--- src/include/wdh_pkg.sv ---
// Package of constants for the watchdog, halt and reset control block
// Function
// - Select field picks prescale ratio 1:1..1:128
// - Normal overflow gives chip reset, sets expired
// - Halted overflow gives warm reset, no chip reset; sets expired
// - Pin, clear instruction, halt clear the counter
// - Single-clear option: each clear instruction clears
// - Paired option: both halves needed to clear
// - Halt stops system clock, RC keeps running
// - Halt keeps RAM, registers and ports unchanged
// - Halt sets power-down flag, clears expired
// - Halt ends on pin, interrupt, port edge, overflow
// - Power-down flag cleared by power-up or clear
// - Per-bit port wake enable; continue next instruction
// - Disabled interrupt or full stack continues next
// - Already pending interrupt cannot wake
// - Wake-up waits 1024 system clocks
// - Interrupt entry waits one more cycle
// - Four reset sources recognised
// - Flag values per reset cause
// - Start-up timer adds 1024 cycles in reset
// - Chip reset clears PC, stack, interrupts, counter
// - Clock source RC or system clock over four
// - Fixed divide by 256 before prescaler
// - Select bits sit at bits 2..0
// - Disabled watchdog makes all its operations void
package wdh_pkg;
  // Register byte offsets
  localparam logic [7:0] WDH_IDX_SELECT = 8'h09; // Register index, word sized slots
  localparam logic [7:0] WDH_OFS_SELECT = 8'(WDH_IDX_SELECT * 4);
  localparam logic [7:0] WDH_OFS_STATUS = 8'h40;
  localparam logic [7:0] WDH_OFS_CONFIG = 8'h44;
  localparam logic [7:0] WDH_SELECT_RESET = 8'h87;
  localparam logic [7:0] WDH_SELECT_MASK = 8'h87; // Bit 7 and select bits usable
  // Config field positions
  localparam int WDH_CFG_ENABLE = 0;
  localparam int WDH_CFG_RC_SEL = 1;
  localparam int WDH_CFG_TWO_CLR = 2;
  localparam int WDH_CFG_WAKE_LO = 8;
  localparam logic [15:0] WDH_CONFIG_RESET = 16'h0003;
  // Status field positions
  localparam int WDH_ST_EXPIRED = 0;
  localparam int WDH_ST_PDOWN = 1;
  localparam int WDH_ST_HALTED = 2;
  localparam int WDH_ST_DELAY = 3;
  // Timing
  localparam int WDH_FIXED_DIV = 256;
  localparam int WDH_SYS_PER_INSTR = 4;
  localparam int WDH_STARTUP_CYCLES = 1024;
  localparam int WDH_DLY_W = 11;
  localparam int WDH_CNT_W = 16; // 8 fixed stages plus up to 7 prescale plus carry
  typedef enum logic [1:0] {WDH_RUN, WDH_HALT, WDH_DELAY} wdh_state_e;
endpackage : wdh_pkg

--- src/wdh_control.sv ---
// Watchdog, halt entry, wake-up and reset source control over AHB-Lite
//
// The implementer's own choice: the AHB-Lite interface to the registers.
module wdh_control
  import wdh_pkg::*;
#(
  parameter int WAKE_W = 8,
  parameter int STARTUP_CYCLES = WDH_STARTUP_CYCLES
) (
  // Bus clock and reset
  input wire logic hclk,
  input wire logic hresetn,
  // AHB-Lite slave
  input wire logic hsel,
  input wire logic [31:0] haddr,
  input wire logic [1:0] htrans,
  input wire logic hwrite,
  input wire logic [2:0] hsize,
  input wire logic [31:0] hwdata,
  input wire logic hready,
  output logic [31:0] hrdata,
  output logic hreadyout,
  output logic hresp,
  // Core events, one-cycle pulses
  input wire logic clear_watchdog_instr,
  input wire logic clear_watchdog_first,
  input wire logic clear_watchdog_second,
  input wire logic halt_instr,
  // Interrupt view of the core
  input wire logic irq_request,
  input wire logic irq_enabled,
  input wire logic stack_full,
  // Pins from outside
  input wire logic external_clear_pin_n,
  input wire logic usb_bus_reset,
  input wire logic [WAKE_W-1:0] port_a_in,
  input wire logic watchdog_rc_oscillator,
  // Core controls
  output logic sys_clock_enable,
  output logic core_run,
  output logic chip_reset,
  output logic warm_reset,
  output logic irq_take,
  output logic halted
);
  wdh_state_e state_reg;
  logic [7:0] select_reg;
  logic [15:0] config_reg;
  logic watchdog_expired_flag, powerdown_flag;
  logic [WDH_DLY_W-1:0] delay_reg;
  logic delay_is_reset_reg, delay_irq_reg, irq_pend_reg, irq_gap_reg;
  logic [1:0] pair_reg;
  logic [1:0] div4_reg;
  logic ph_wr_reg;
  logic [7:0] ph_addr_reg;
  logic [1:0] pin_sync_reg, rc_sync_reg, usb_sync_reg;
  logic [WAKE_W-1:0] pa_s1_reg, pa_s2_reg, pa_old_reg;
  logic rc_old_reg;
  logic pin_low, rc_edge, instr_tick, tick, overflow, wd_clear, wd_on;
  logic port_wake, irq_wake, wake, usb_rst, clr_ok;
  logic [WAKE_W-1:0] wake_en;

  // Synchronise every pin before use
  always_ff @(posedge hclk or negedge hresetn) begin
    if (!hresetn) begin
      pin_sync_reg <= 2'h3;
      rc_sync_reg <= 2'h0;
      usb_sync_reg <= 2'h0;
      pa_s1_reg <= '1;
      pa_s2_reg <= '1;
      pa_old_reg <= '1;
      rc_old_reg <= 1'b0;
    end else begin
      pin_sync_reg <= {pin_sync_reg[0], external_clear_pin_n};
      rc_sync_reg <= {rc_sync_reg[0], watchdog_rc_oscillator};
      usb_sync_reg <= {usb_sync_reg[0], usb_bus_reset};
      pa_s1_reg <= port_a_in;
      pa_s2_reg <= pa_s1_reg;
      pa_old_reg <= pa_s2_reg;
      rc_old_reg <= rc_sync_reg[1];
    end
  end

  assign pin_low = !pin_sync_reg[1];
  assign usb_rst = usb_sync_reg[1];
  assign rc_edge = rc_sync_reg[1] && !rc_old_reg;
  assign wd_on = config_reg[WDH_CFG_ENABLE];
  assign wake_en = config_reg[WDH_CFG_WAKE_LO +: WAKE_W];

  // Instruction clock is system clock over four; stops with the system clock
  always_ff @(posedge hclk or negedge hresetn) begin
    if (!hresetn) begin
      div4_reg <= 2'h0;
    end else if (state_reg != WDH_HALT) begin
      div4_reg <= div4_reg + 2'h1;
    end
  end
  assign instr_tick = (div4_reg == 2'(WDH_SYS_PER_INSTR - 1)) && (state_reg != WDH_HALT);

  // Source choice; disabled watchdog never ticks
  assign tick = wd_on && (config_reg[WDH_CFG_RC_SEL] ? rc_edge : instr_tick);

  // Paired clear needs both halves in either order
  always_ff @(posedge hclk or negedge hresetn) begin
    if (!hresetn) begin
      pair_reg <= 2'h0;
    end else if (clr_ok || !config_reg[WDH_CFG_TWO_CLR] || !wd_on) begin
      pair_reg <= 2'h0;
    end else begin
      pair_reg <= pair_reg | {clear_watchdog_second, clear_watchdog_first};
    end
  end
  assign clr_ok = wd_on && (config_reg[WDH_CFG_TWO_CLR]
    ? ((pair_reg | {clear_watchdog_second, clear_watchdog_first}) == 2'h3)
    : clear_watchdog_instr);

  assign wd_clear = pin_low || clr_ok || (halt_instr && wd_on) || usb_rst;

  wdh_counter u_counter (
    .hclk(hclk),
    .hresetn(hresetn),
    .tick(tick),
    .clear(wd_clear),
    .ratio_sel(select_reg[2:0]),
    .overflow(overflow)
  );

  // Wake sources; a request already pending at halt entry cannot wake
  assign port_wake = |(wake_en & pa_old_reg & ~pa_s2_reg);
  assign irq_wake = irq_request && !irq_pend_reg;
  assign wake = port_wake || irq_wake;

  always_ff @(posedge hclk or negedge hresetn) begin
    if (!hresetn) begin
      irq_pend_reg <= 1'b0;
    end else if (halt_instr && state_reg == WDH_RUN) begin
      irq_pend_reg <= irq_request;
    end else if (!irq_request) begin
      irq_pend_reg <= 1'b0; // A dropped request re-arms the wake for a new one
    end
  end

  // Run, halt and start-up delay sequence
  always_ff @(posedge hclk or negedge hresetn) begin
    if (!hresetn) begin
      state_reg <= WDH_DELAY;
      delay_reg <= '0;
      delay_is_reset_reg <= 1'b1;
      delay_irq_reg <= 1'b0;
    end else if (pin_low || usb_rst || (overflow && state_reg != WDH_HALT)) begin
      state_reg <= WDH_DELAY;
      delay_reg <= '0;
      delay_is_reset_reg <= 1'b1;
      delay_irq_reg <= 1'b0;
    end else begin
      case (state_reg)
        WDH_RUN: begin
          if (halt_instr) begin
            state_reg <= WDH_HALT;
          end
        end
        WDH_HALT: begin
          if (overflow || wake) begin
            state_reg <= WDH_DELAY;
            delay_reg <= '0;
            delay_is_reset_reg <= 1'b0;
            delay_irq_reg <= irq_wake && !port_wake && irq_enabled && !stack_full;
          end
        end
        WDH_DELAY: begin
          if (delay_reg == WDH_DLY_W'(STARTUP_CYCLES - 1)) begin
            state_reg <= WDH_RUN;
          end else begin
            delay_reg <= delay_reg + 1'b1;
          end
        end
        default: state_reg <= WDH_RUN;
      endcase
    end
  end

  // Interrupt entry lags the end of the dummy period by one cycle
  always_ff @(posedge hclk or negedge hresetn) begin
    if (!hresetn) begin
      irq_gap_reg <= 1'b0;
    end else begin
      irq_gap_reg <= (state_reg == WDH_DELAY) && delay_irq_reg
        && (delay_reg == WDH_DLY_W'(STARTUP_CYCLES - 1));
    end
  end
  assign irq_take = irq_gap_reg;

  // Expired flag: set by normal overflow and halted overflow, cleared by halt
  always_ff @(posedge hclk or negedge hresetn) begin
    if (!hresetn) begin
      watchdog_expired_flag <= 1'b0;
    end else if (overflow) begin
      watchdog_expired_flag <= 1'b1;
    end else if (pin_low && state_reg == WDH_HALT) begin
      watchdog_expired_flag <= 1'b0;
    end else if (halt_instr && state_reg == WDH_RUN && wd_on) begin
      watchdog_expired_flag <= 1'b0;
    end
  end

  // Power-down flag: set by halt, cleared by power-up, clear instruction, pin wake
  always_ff @(posedge hclk or negedge hresetn) begin
    if (!hresetn) begin
      powerdown_flag <= 1'b0;
    end else if (halt_instr && state_reg == WDH_RUN) begin
      powerdown_flag <= 1'b1;
    end else if (pin_low && state_reg == WDH_HALT) begin
      powerdown_flag <= 1'b0;
    end else if (clr_ok) begin
      powerdown_flag <= 1'b0;
    end
  end

  // Core controls; a halted overflow resets only program counter and stack
  assign halted = (state_reg == WDH_HALT);
  assign sys_clock_enable = (state_reg != WDH_HALT);
  assign core_run = (state_reg == WDH_RUN);
  assign chip_reset = (state_reg == WDH_DELAY) && delay_is_reset_reg;
  assign warm_reset = (state_reg == WDH_HALT) && overflow;

  // AHB-Lite address phase capture
  always_ff @(posedge hclk or negedge hresetn) begin
    if (!hresetn) begin
      ph_wr_reg <= 1'b0;
      ph_addr_reg <= 8'h00;
    end else if (hready) begin
      ph_wr_reg <= hsel && htrans[1] && hwrite && (hsize == 3'h2);
      ph_addr_reg <= haddr[7:0];
    end
  end

  // Select register; chip resets restore it, halted overflow keeps it
  always_ff @(posedge hclk or negedge hresetn) begin
    if (!hresetn) begin
      select_reg <= WDH_SELECT_RESET;
      config_reg <= WDH_CONFIG_RESET;
    end else if (pin_low || usb_rst || (overflow && state_reg != WDH_HALT)) begin
      select_reg <= WDH_SELECT_RESET;
    end else if (ph_wr_reg && ph_addr_reg == WDH_OFS_SELECT) begin
      select_reg <= hwdata[7:0] & WDH_SELECT_MASK;
    end else if (ph_wr_reg && ph_addr_reg == WDH_OFS_CONFIG) begin
      config_reg <= hwdata[15:0];
    end
  end

  // Read data; flags are read-only status
  always_comb begin
    hrdata = 32'h0000_0000;
    case (ph_addr_reg)
      WDH_OFS_SELECT: hrdata = {24'h0, select_reg};
      WDH_OFS_CONFIG: hrdata = {16'h0, config_reg};
      WDH_OFS_STATUS: hrdata = {28'h0, state_reg == WDH_DELAY, halted,
                                powerdown_flag, watchdog_expired_flag};
      default: hrdata = 32'h0000_0000;
    endcase
  end

  // Zero wait states, always OKAY
  assign hreadyout = 1'b1;
  assign hresp = 1'b0;
endmodule : wdh_control

--- src/wdh_counter.sv ---
// Watchdog divide chain: fixed stage then programmable prescaler
module wdh_counter
  import wdh_pkg::*;
(
  // Clock and reset
  input wire logic hclk,
  input wire logic hresetn,
  // Control
  input wire logic tick,
  input wire logic clear,
  input wire logic [2:0] ratio_sel,
  // Result
  output logic overflow
);
  logic [WDH_CNT_W-1:0] count_reg;
  logic [WDH_CNT_W-1:0] limit;

  // Period is 256 ticks times two to the select code
  assign limit = WDH_CNT_W'(WDH_FIXED_DIV) << ratio_sel;

  // Count ticks; clear wins so a cleared chain restarts from zero
  always_ff @(posedge hclk or negedge hresetn) begin
    if (!hresetn) begin
      count_reg <= '0;
    end else if (clear) begin
      count_reg <= '0;
    end else if (tick) begin
      count_reg <= (count_reg + 16'h0001 >= limit) ? '0 : count_reg + 16'h0001;
    end
  end

  assign overflow = tick && !clear && (count_reg + 16'h0001 >= limit);
endmodule : wdh_counter

--- config.mk ---
export PLATFORM = sky130hd
export DESIGN_NAME = wdh_control
export DESIGN_NICKNAME = d
export VERILOG_FILES = /design/src/include/wdh_pkg.sv /design/src/wdh_control.sv /design/src/wdh_counter.sv
export SDC_FILE = /design/constraint.sdc
export NUM_CORES = 1
export LEC_CHECK = 0
export ABC_AREA = 0
export ABC_CLOCK_PERIOD_IN_PS = 4650
export BUFFER_PORTS_ARGS = -buffer_cell sky130_fd_sc_hd__buf_2
export CAP_MARGIN = 20
export CORE_ASPECT_RATIO = 1.2
export CORE_MARGIN = 2
export CORE_UTILIZATION = 45
export DETAILED_ROUTE_END_ITERATION = 12
export PLACE_DENSITY = 0.78
export SLEW_MARGIN = 20
export SYNTH_ARGS = -nofsm -noshare
export SYNTH_HDL_FRONTEND = slang
export SYNTH_SLANG_ARGS = --single-unit
--- constraint.sdc ---
create_clock -name hclk -period 4.65 [get_ports hclk]
set_input_delay 0.465 -clock hclk [delete_from_list [all_inputs] [get_ports hclk]]
set_output_delay 0.465 -clock hclk [all_outputs]
set_load 0.02 [all_outputs]
==> metrics.md, run 1 <==
| Metric | Value |
|---|---|
| Post-DP HPWL | `7410 µm` |
| Total power | `1.76 mW` |
| Status | `finished, final reports clean` |
| CP max stage cell | `a31oi_1` |
| Htree depth | `3` |
| Slew Viols, Final | `0` |
| Clock Path Buffers | `2` |
| Crit-path cells | `and3_1 > and4_1 > and3_1 > and3_1 > xor2_1 > ha_1 > a21oi_1 > o21ai_0 > a31oi_1 > o31a_1 > and3_1 > buf_4 > mux2_1` |
| Pre-antenna DRT Iters | `5` |
| Reg-to-reg startpoint | `u_counter.count_reg[0]$_DFFE_PN0P_` |
| Clk_lat worst skew | `350 ps` |
| Clk sinks | `99` |
| Resized cells post-CTS | `0` |
| Vias in the first global route | `3,783` |
| Max Cap Violations | `0` |
| Boundary Pins | `132` |
| Synthesis-stage register bit count | `99` |
| Die Wd | `99.2 µm` |
| Largest family of logic cells by synthesized area | `simple AND/OR/NAND/NOR gates` |
| Syn Inst Count | `456` |
| Avg Cell Area, Syn | `10.7 µm²` |
| Setup violators final | `0` |
| Max Clk Rate | `253 MHz` |
| Critical Path RT | `4870 ps` |
| Synth Warn # | `0` |
| Mux share of post-synthesis cell area | `6.52%` |
| Reg2reg setup slack | `700 ps` |
| Die Ht | `118 µm` |
| Initial Util | `46.3%` |
| Pin count of the biggest net entering global routing | `57` |
| WL/cell | `15.9 µm` |
| Postcts setup bufs | `0` |
| Cell leakage power | `2.57 nW` |
| Top FF cell, synth | `dfrtp_1` |
| CTS tree | `yes` |
| WS Path Type | `register to register` |
| R2R depth | `13` |
| Share of total power in combinational logic | `4.7%` |
| Hold Buf Count CTS | `0` |
| Fraction of power consumed by sequential logic | `51.3%` |
| Clk slew on worst S/H paths | `80 ps` |
| Post-synthesis adder-cell area fraction | `3.83%` |
| Synth Area in Compound Gates | `13.4%` |
| Final hold violations | `0` |
| Clock Skews | `10.5 ps` |
| R2R Path End | `config_reg[8]$_DFFE_PN0P_` |
| PwrDens | `315 mW/mm²` |
| Net Sw Power | `412 µW` |
| Initial detailed-routing violation count | `227` |
| Tot GR Track Use | `18.5%` |
| Layout Nets | `628` |
| Global route overflow | `0` |
| Rel. slew slack | `25.0%` |
| Final period util | `84.9%` |
| Post-Syn Area | `0.00490 mm²` |
| Critical path data arrival time | `4170 ps` |
| CTS Buf Count | `9` |
| # rows | `41` |
| Async SR Flop Fraction | `100%` |
| Vias after detailed routing | `3,698` |
| Ant diodes | `0` |
| Gpl congestion | `0.831` |
| Total wire length | `10,400 µm` |
| Worst Setup End Kind | `register` |
| P_int | `1.35 mW` |
| Root Driver | `clkbuf_16` |
| Tmin final | `3950 ps` |
| Xor/xnor share of the synthesized area | `1.61%` |
| Antenna violation net count after detailed routing | `0` |
| Initial antenna violation count | `0` |
| Simple-Gate Fraction of Synth Area | `17.2%` |
| Hold WC Path Type | `primary input to async pin` |
| Area grow syn2layout | `14.3%` |
| Total die area | `0.0117 mm²` |
| Netlist cell types | `62` |
| CP Launch Point | `u_counter.count_reg[0]$_DFFE_PN0P_` |
| Post-synth EDFFs | `0` |
| Worst-margin pin slew | `1110 ps` |
| Peak supply drop | `0.212 mV` |
| Clock share of power | `44.1%` |
| TNS Setup | `0 ps` |
| Switching part of the total | `23.4%` |
| Post-synthesis sequential area ratio | `51.5%` |
| Max incr delay on CP | `560 ps` |
| Startpoint types | `register` |
| Drc violations | `0` |
| Max FO, Critical Path | `14` |
| Share of layout cells above drive strength 1 | `28.5%` |
| Core area | `0.0106 mm²` |
| First-pass GRT wire length | `17,800 µm` |
| Worst path most repeated cell | `and3_1` |
| Commonest non-fill, non-tap cells in the layout | `buf_2, dfrtp_1, nand2_1` |
| Port Buf Inserts | `72` |
| Commonest non-fill, non-tap cell in the layout | `buf_2` |
| Via-per-instance ratio | `5.65` |
| RSZ-0062 raised after global routing | `false` |
cell usage after synthesis (all sizes together), types with 2 or more instances:
master / instances / area share, %
a21o: 2 / 0.31
a21oi: 11 / 1.1
a222oi: 3 / 0.61
a22o: 8 / 1.4
a31oi: 3 / 0.38
a32o: 2 / 0.41
and2: 14 / 1.8
and3: 9 / 1.1
and4: 6 / 1.1
buf: 22 / 3.3
clkbuf: 16 / 1.2
conb: 2 / 0.15
dfrtp: 65 / 33
dfstp: 34 / 18
ha: 15 / 3.8
inv: 16 / 1.2
mux2: 25 / 6.5
nand2: 42 / 3.2
nand2b: 7 / 0.89
nand3: 27 / 2.8
nand3b: 5 / 0.77
nand4: 2 / 0.26
nor2: 12 / 0.92
nor2b: 3 / 0.38
nor3: 8 / 0.82
nor3b: 2 / 0.31
nor4: 4 / 0.51
o211ai: 5 / 0.77
o21a: 3 / 0.46
o21ai: 31 / 3.2
o22ai: 6 / 0.77
o31ai: 5 / 0.77
o41a: 3 / 0.69
o41ai: 2 / 0.51
or3: 8 / 1.0
or3b: 2 / 0.36
xnor2: 4 / 0.72
xor2: 5 / 0.89
power by group through the flow:
stage | clock network [mW] | registers (mW) | logic [mW]
after floorplan | 0 | 0.915 | 0.0488
after global placement | 0 | 0.917 | 0.0802
after detailed placement | 0 | 0.918 | 0.0832
after CTS | 0.790 | 0.903 | 0.0840
after global routing | 0.822 | 0.906 | 0.0921
final | 0.776 | 0.903 | 0.0825
cell type report:
type | instances | area [µm²]
clock buffer | 9 | 225
fill | 914 | 4970
sequential | 99 | 2520
inverter | 16 | 60.1
tap | 129 | 161
multi-input combinational | 319 | 2150
clock inverter | 7 | 85.1
timing repair buffer | 76 | 393
worst max-delay path by stage:
stage | endpoint | slack (ps) | depth (start not counted)
final | config_reg[8]$_DFFE_PN0P_ | 700 | 13
after global routing | config_reg[8]$_DFFE_PN0P_ | 410 | 13
after detailed placement | config_reg[7]$_DFFE_PN0P_ | 760 | 13
after global placement | config_reg[8]$_DFFE_PN0P_ | 870 | 13
after CTS | config_reg[8]$_DFFE_PN0P_ | 730 | 13
after floorplan | config_reg[10]$_DFFE_PN0P_ | 1220 | 15
worst max-delay path, delay by kind of cell, from the launching register on:
family,cells,cell delay [ps]
buffers and inverters,1,290
XOR/XNOR,1,190
AND/OR/NAND/NOR,5,1280
AO/OA/AOI/OAI,4,1050
multiplexers,1,360
adder cells (fa/ha/maj),1,270
flip-flops,1,390
cell families after synthesis:
group,count (synthesis)
AOI/OAI and AO/OA,95
xor gates and xnor gates,9
adders and majority gates,15
buffers and inverters,54
DFF,99
muxes,25
other,2
and+or+nand+nor,157
through the flow:
stage | utilization [%] | std cells | area, µm² | setup slack [ps] | hold WS (ps)
2_1_floorplan | - | 472 | 4960 | 1220 | 169
3_3_place_gp | 50.0 | 639 | 5290 | 872 | 334
3_5_place_dp | 50.0 | 639 | 5290 | 762 | 338
4_1_cts | 53.0 | 655 | 5600 | 728 | 194
5_1_grt | 53.0 | 655 | 5600 | 413 | 203
6_report | 53.0 | 655 | 5600 | 701 | 163
layer usage:
layer / part of all wire, % / vias to the layer above / GRT usage (%)
li1: - / 1741 / -
met4: 2.0 / 0 / 6.34
met3: 6.4 / 20 / 4.61
met2: 50 / 107 / 30.9
met5: 0 / - / 0
met1: 41 / 1830 / 23.3
Note: power is estimated with default switching activity, not from simulation.
==> inputs of run 2 (changes only) <==
--- a/config.mk
+++ b/config.mk
@@ -6,14 +6,14 @@
 export NUM_CORES = 1
 export LEC_CHECK = 0
 export ABC_AREA = 0
-export ABC_CLOCK_PERIOD_IN_PS = 4650
+export ABC_CLOCK_PERIOD_IN_PS = 3400
 export BUFFER_PORTS_ARGS = -buffer_cell sky130_fd_sc_hd__buf_2
 export CAP_MARGIN = 20
 export CORE_ASPECT_RATIO = 1.2
 export CORE_MARGIN = 2
 export CORE_UTILIZATION = 45
 export DETAILED_ROUTE_END_ITERATION = 12
-export PLACE_DENSITY = 0.78
+export PLACE_DENSITY = 0.81
 export SLEW_MARGIN = 20
 export SYNTH_ARGS = -nofsm -noshare
 export SYNTH_HDL_FRONTEND = slang
==> constraint.sdc (replaced) <==
create_clock -name hclk -period 3.4 [get_ports hclk]
set_input_delay 0.34 -clock hclk [delete_from_list [all_inputs] [get_ports hclk]]
set_output_delay 0.34 -clock hclk [all_outputs]
set_load 0.02 [all_outputs]
==> run 2 against run 1 <==
The flow now finishes with violations (hold timing). Power grew 36%. Design area up 3.4%. Utilization up 1.8 points. Sequential share of layout area decreased by 1.5 points. Critical path depth is 1 lower. Routed wire length grew 0.31%. Final cell count grew 2.1%. Clock power grew 35%. Die area stayed put. Register-to-register slack worse by 560 ps. Flip-flop and latch count stayed put. Via count rose by 1.7%. Largest cell class unchanged.
==> metrics.md, run 2 (synthesized netlist as in run 1, its figures left out) <==
| Metric | Value |
|---|---|
| Status | `finished with violations` |
| Failing checks | `hold timing` |
| Worst path bufs/invs | `2` |
| WL/cell | `15.6 µm` |
| Final period util | `96.2%` |
| Htree depth | `3` |
| Peak supply drop | `0.336 mV` |
| Max Clk Rate | `306 MHz` |
| Final core utilization | `54.8%` |
| CTS tree | `yes` |
| Placed cell areas | `0.00542 mm²` |
| WS Path Type | `register to output port` |
| Share of total power in combinational logic | `4.8%` |
| Tot GR Track Use | `18.2%` |
| Tmin final | `3270 ps` |
| Pin count of the biggest net entering global routing | `51` |
| Root Driver | `clkbuf_16` |
| # rows | `41` |
| CTS Buf Count | `9` |
| Die Wd | `99.2 µm` |
| First-pass GRT wire length | `17,500 µm` |
| Max FO, Critical Path | `6` |
| Initial Util | `46.3%` |
| Pre-antenna DRT Iters | `4` |
| Critical Path RT | `3060 ps` |
| Critical path data arrival time | `2930 ps` |
| Total die area | `0.0117 mm²` |
| R2R Path End | `config_reg[6]$_DFFE_PN0P_` |
| Max Cap Violations | `0` |
| Startpoint types | `register` |
| Setup violators final | `0` |
| Post-route cell area | `0.00579 mm²` |
| Switching part of the total | `22.9%` |
| Drc violations | `0` |
| Rel. slew slack | `43.6%` |
| Multi-input logic area | `0.00221 mm²` |
| Area grow syn2layout | `18.2%` |
| Commonest non-fill, non-tap cell in the layout | `buf_2` |
| Final Non-Filler Cells | `669` |
| Global route overflow | `0` |
| Clock Skews | `7.94 ps` |
| Via-per-instance ratio | `5.62` |
| Slew Viols, Final | `0` |
| Antenna violation net count after detailed routing | `0` |
| Final hold violations | `11` |
| Initial detailed-routing violation count | `266` |
| Core area | `0.0106 mm²` |
| Ant diodes | `0` |
| Die Ht | `118 µm` |
| R2R depth | `13` |
| P_int | `1.85 mW` |
| Port Buf Inserts | `72` |
| Hold Buf Count CTS | `0` |
| Post-DP HPWL | `7430 µm` |
| Initial antenna violation count | `0` |
| Fillcell total | `885` |
| Gpl congestion | `0.841` |
| Worst Setup End Kind | `output port` |
| Cell leakage power | `2.67 nW` |
| Vias in the first global route | `3,770` |
| Worst-margin pin slew | `838 ps` |
| Crit-path cells | `and3_4 > and4_4 > and3_2 > and3_4 > xor2_2 > ha_1 > a21oi_1 > o21ai_2 > a31oi_4 > buf_6 > nor3_4 > buf_4` |
| Vias after detailed routing | `3,760` |
| Total wire length | `10,400 µm` |
| Net Sw Power | `548 µW` |
| Worst path most repeated cell | `and3_4` |
| Largest delay contributor family on the critical path | `simple AND/OR/NAND/NOR gates` |
| Layout Nets | `642` |
| CP max stage cell | `dfrtp_1` |
| Boundary Pins | `132` |
| Max incr delay on CP | `390 ps` |
| Reg-to-reg startpoint | `u_counter.count_reg[0]$_DFFE_PN0P_` |
| Share of layout cells above drive strength 1 | `32.6%` |
| Clk sinks | `99` |
| Clk_lat worst skew | `350 ps` |
| Clock share of power | `43.6%` |
| Clk slew on worst S/H paths | `70 ps` |
| Total power | `2.39 mW` |
| Inst Count DP | `652` |
| Commonest non-fill, non-tap cells in the layout | `buf_2, dfrtp_1, nand2_1` |
| Hold WC Path Type | `primary input to async pin` |
| Clock Path Buffers | `2` |
| PwrDens | `414 mW/mm²` |
| Hold WS | `-14.3 ps` |
| Fraction of power consumed by sequential logic | `51.6%` |
| Reg2reg setup slack | `140 ps` |
| Register area | `0.00252 mm²` |
## run 2: what timing repair did
action / CTS / global route
pin swaps: 0 / 3
resized for setup: 3 / 14
setup endpoints to repair: 16 / 30
setup buffers: 0 / 1
## run 2: power by group through the flow
stage / clock network [mW] / registers (mW) / logic, mW
6_report: 1.05 / 1.23 / 0.115
5_1_grt: 1.12 / 1.24 / 0.129
3_5_place_dp: 0 / 1.26 / 0.116
3_3_place_gp: 0 / 1.25 / 0.112
2_1_floorplan: 0 / 1.25 / 0.0667
4_1_cts: 1.06 / 1.23 / 0.116
## run 2: per-stage QoR
stage	setup TNS, ps	setup WS (ps)
2_1_floorplan	0	42.4
3_3_place_gp	0	88.7
3_5_place_dp	-142	-36.0
4_1_cts	0	10.3
5_1_grt	-36.2	-12.5
6_report	0	128
## run 2: worst max path at each step
stage / from / endpoint / slack [ps] / depth (start not counted)
finish: u_counter.count_reg[0]$_DFFE_PN0P_ / warm_reset / 130 / 12
global route: u_counter.count_reg[0]$_DFFE_PN0P_ / config_reg[4]$_DFFE_PN0P_ / -10 / 13
CTS: u_counter.count_reg[0]$_DFFE_PN0P_ / warm_reset / 10 / 12
detailed placement: u_counter.count_reg[0]$_DFFE_PN0P_ / config_reg[6]$_DFFE_PN0P_ / -40 / 13
global placement: u_counter.count_reg[0]$_DFFE_PN0P_ / config_reg[8]$_DFFE_PN0P_ / 90 / 13
floorplan: u_counter.count_reg[0]$_DFFE_PN0P_ / config_reg[10]$_DFFE_PN0P_ / 40 / 15
## run 2: worst reg2reg max path: stages (launching register included)
cell and delay, ps:
dfrtp_1 390, and3_4 220, and4_4 250, and3_2 240, and3_4 230, xor2_2 160
ha_1 270, a21oi_1 190, o21ai_2 110, a31oi_4 190, o31a_1 170, and3_2 240
buf_12 170, mux2_1 330
## run 2: routing by layer
metal | wire [µm] | GRT usage (%)
met5 | 0 | 0
met4 | 236 | 8.30
met3 | 610 | 4.38
met2 | 5220 | 29.3
met1 | 4380 | 23.3
## run 2: cell type report
| class | instances | area share [%] |
|---|---|---|
| Inverter | 16 | 1.04 |
| Multi-Input combinational cell | 319 | 38.2 |
| Tap cell | 129 | 2.79 |
| Sequential cell | 99 | 43.5 |
| Timing Repair Buffer | 90 | 9.14 |
| Clock inverter | 7 | 1.43 |
| Clock buffer | 9 | 3.89 |
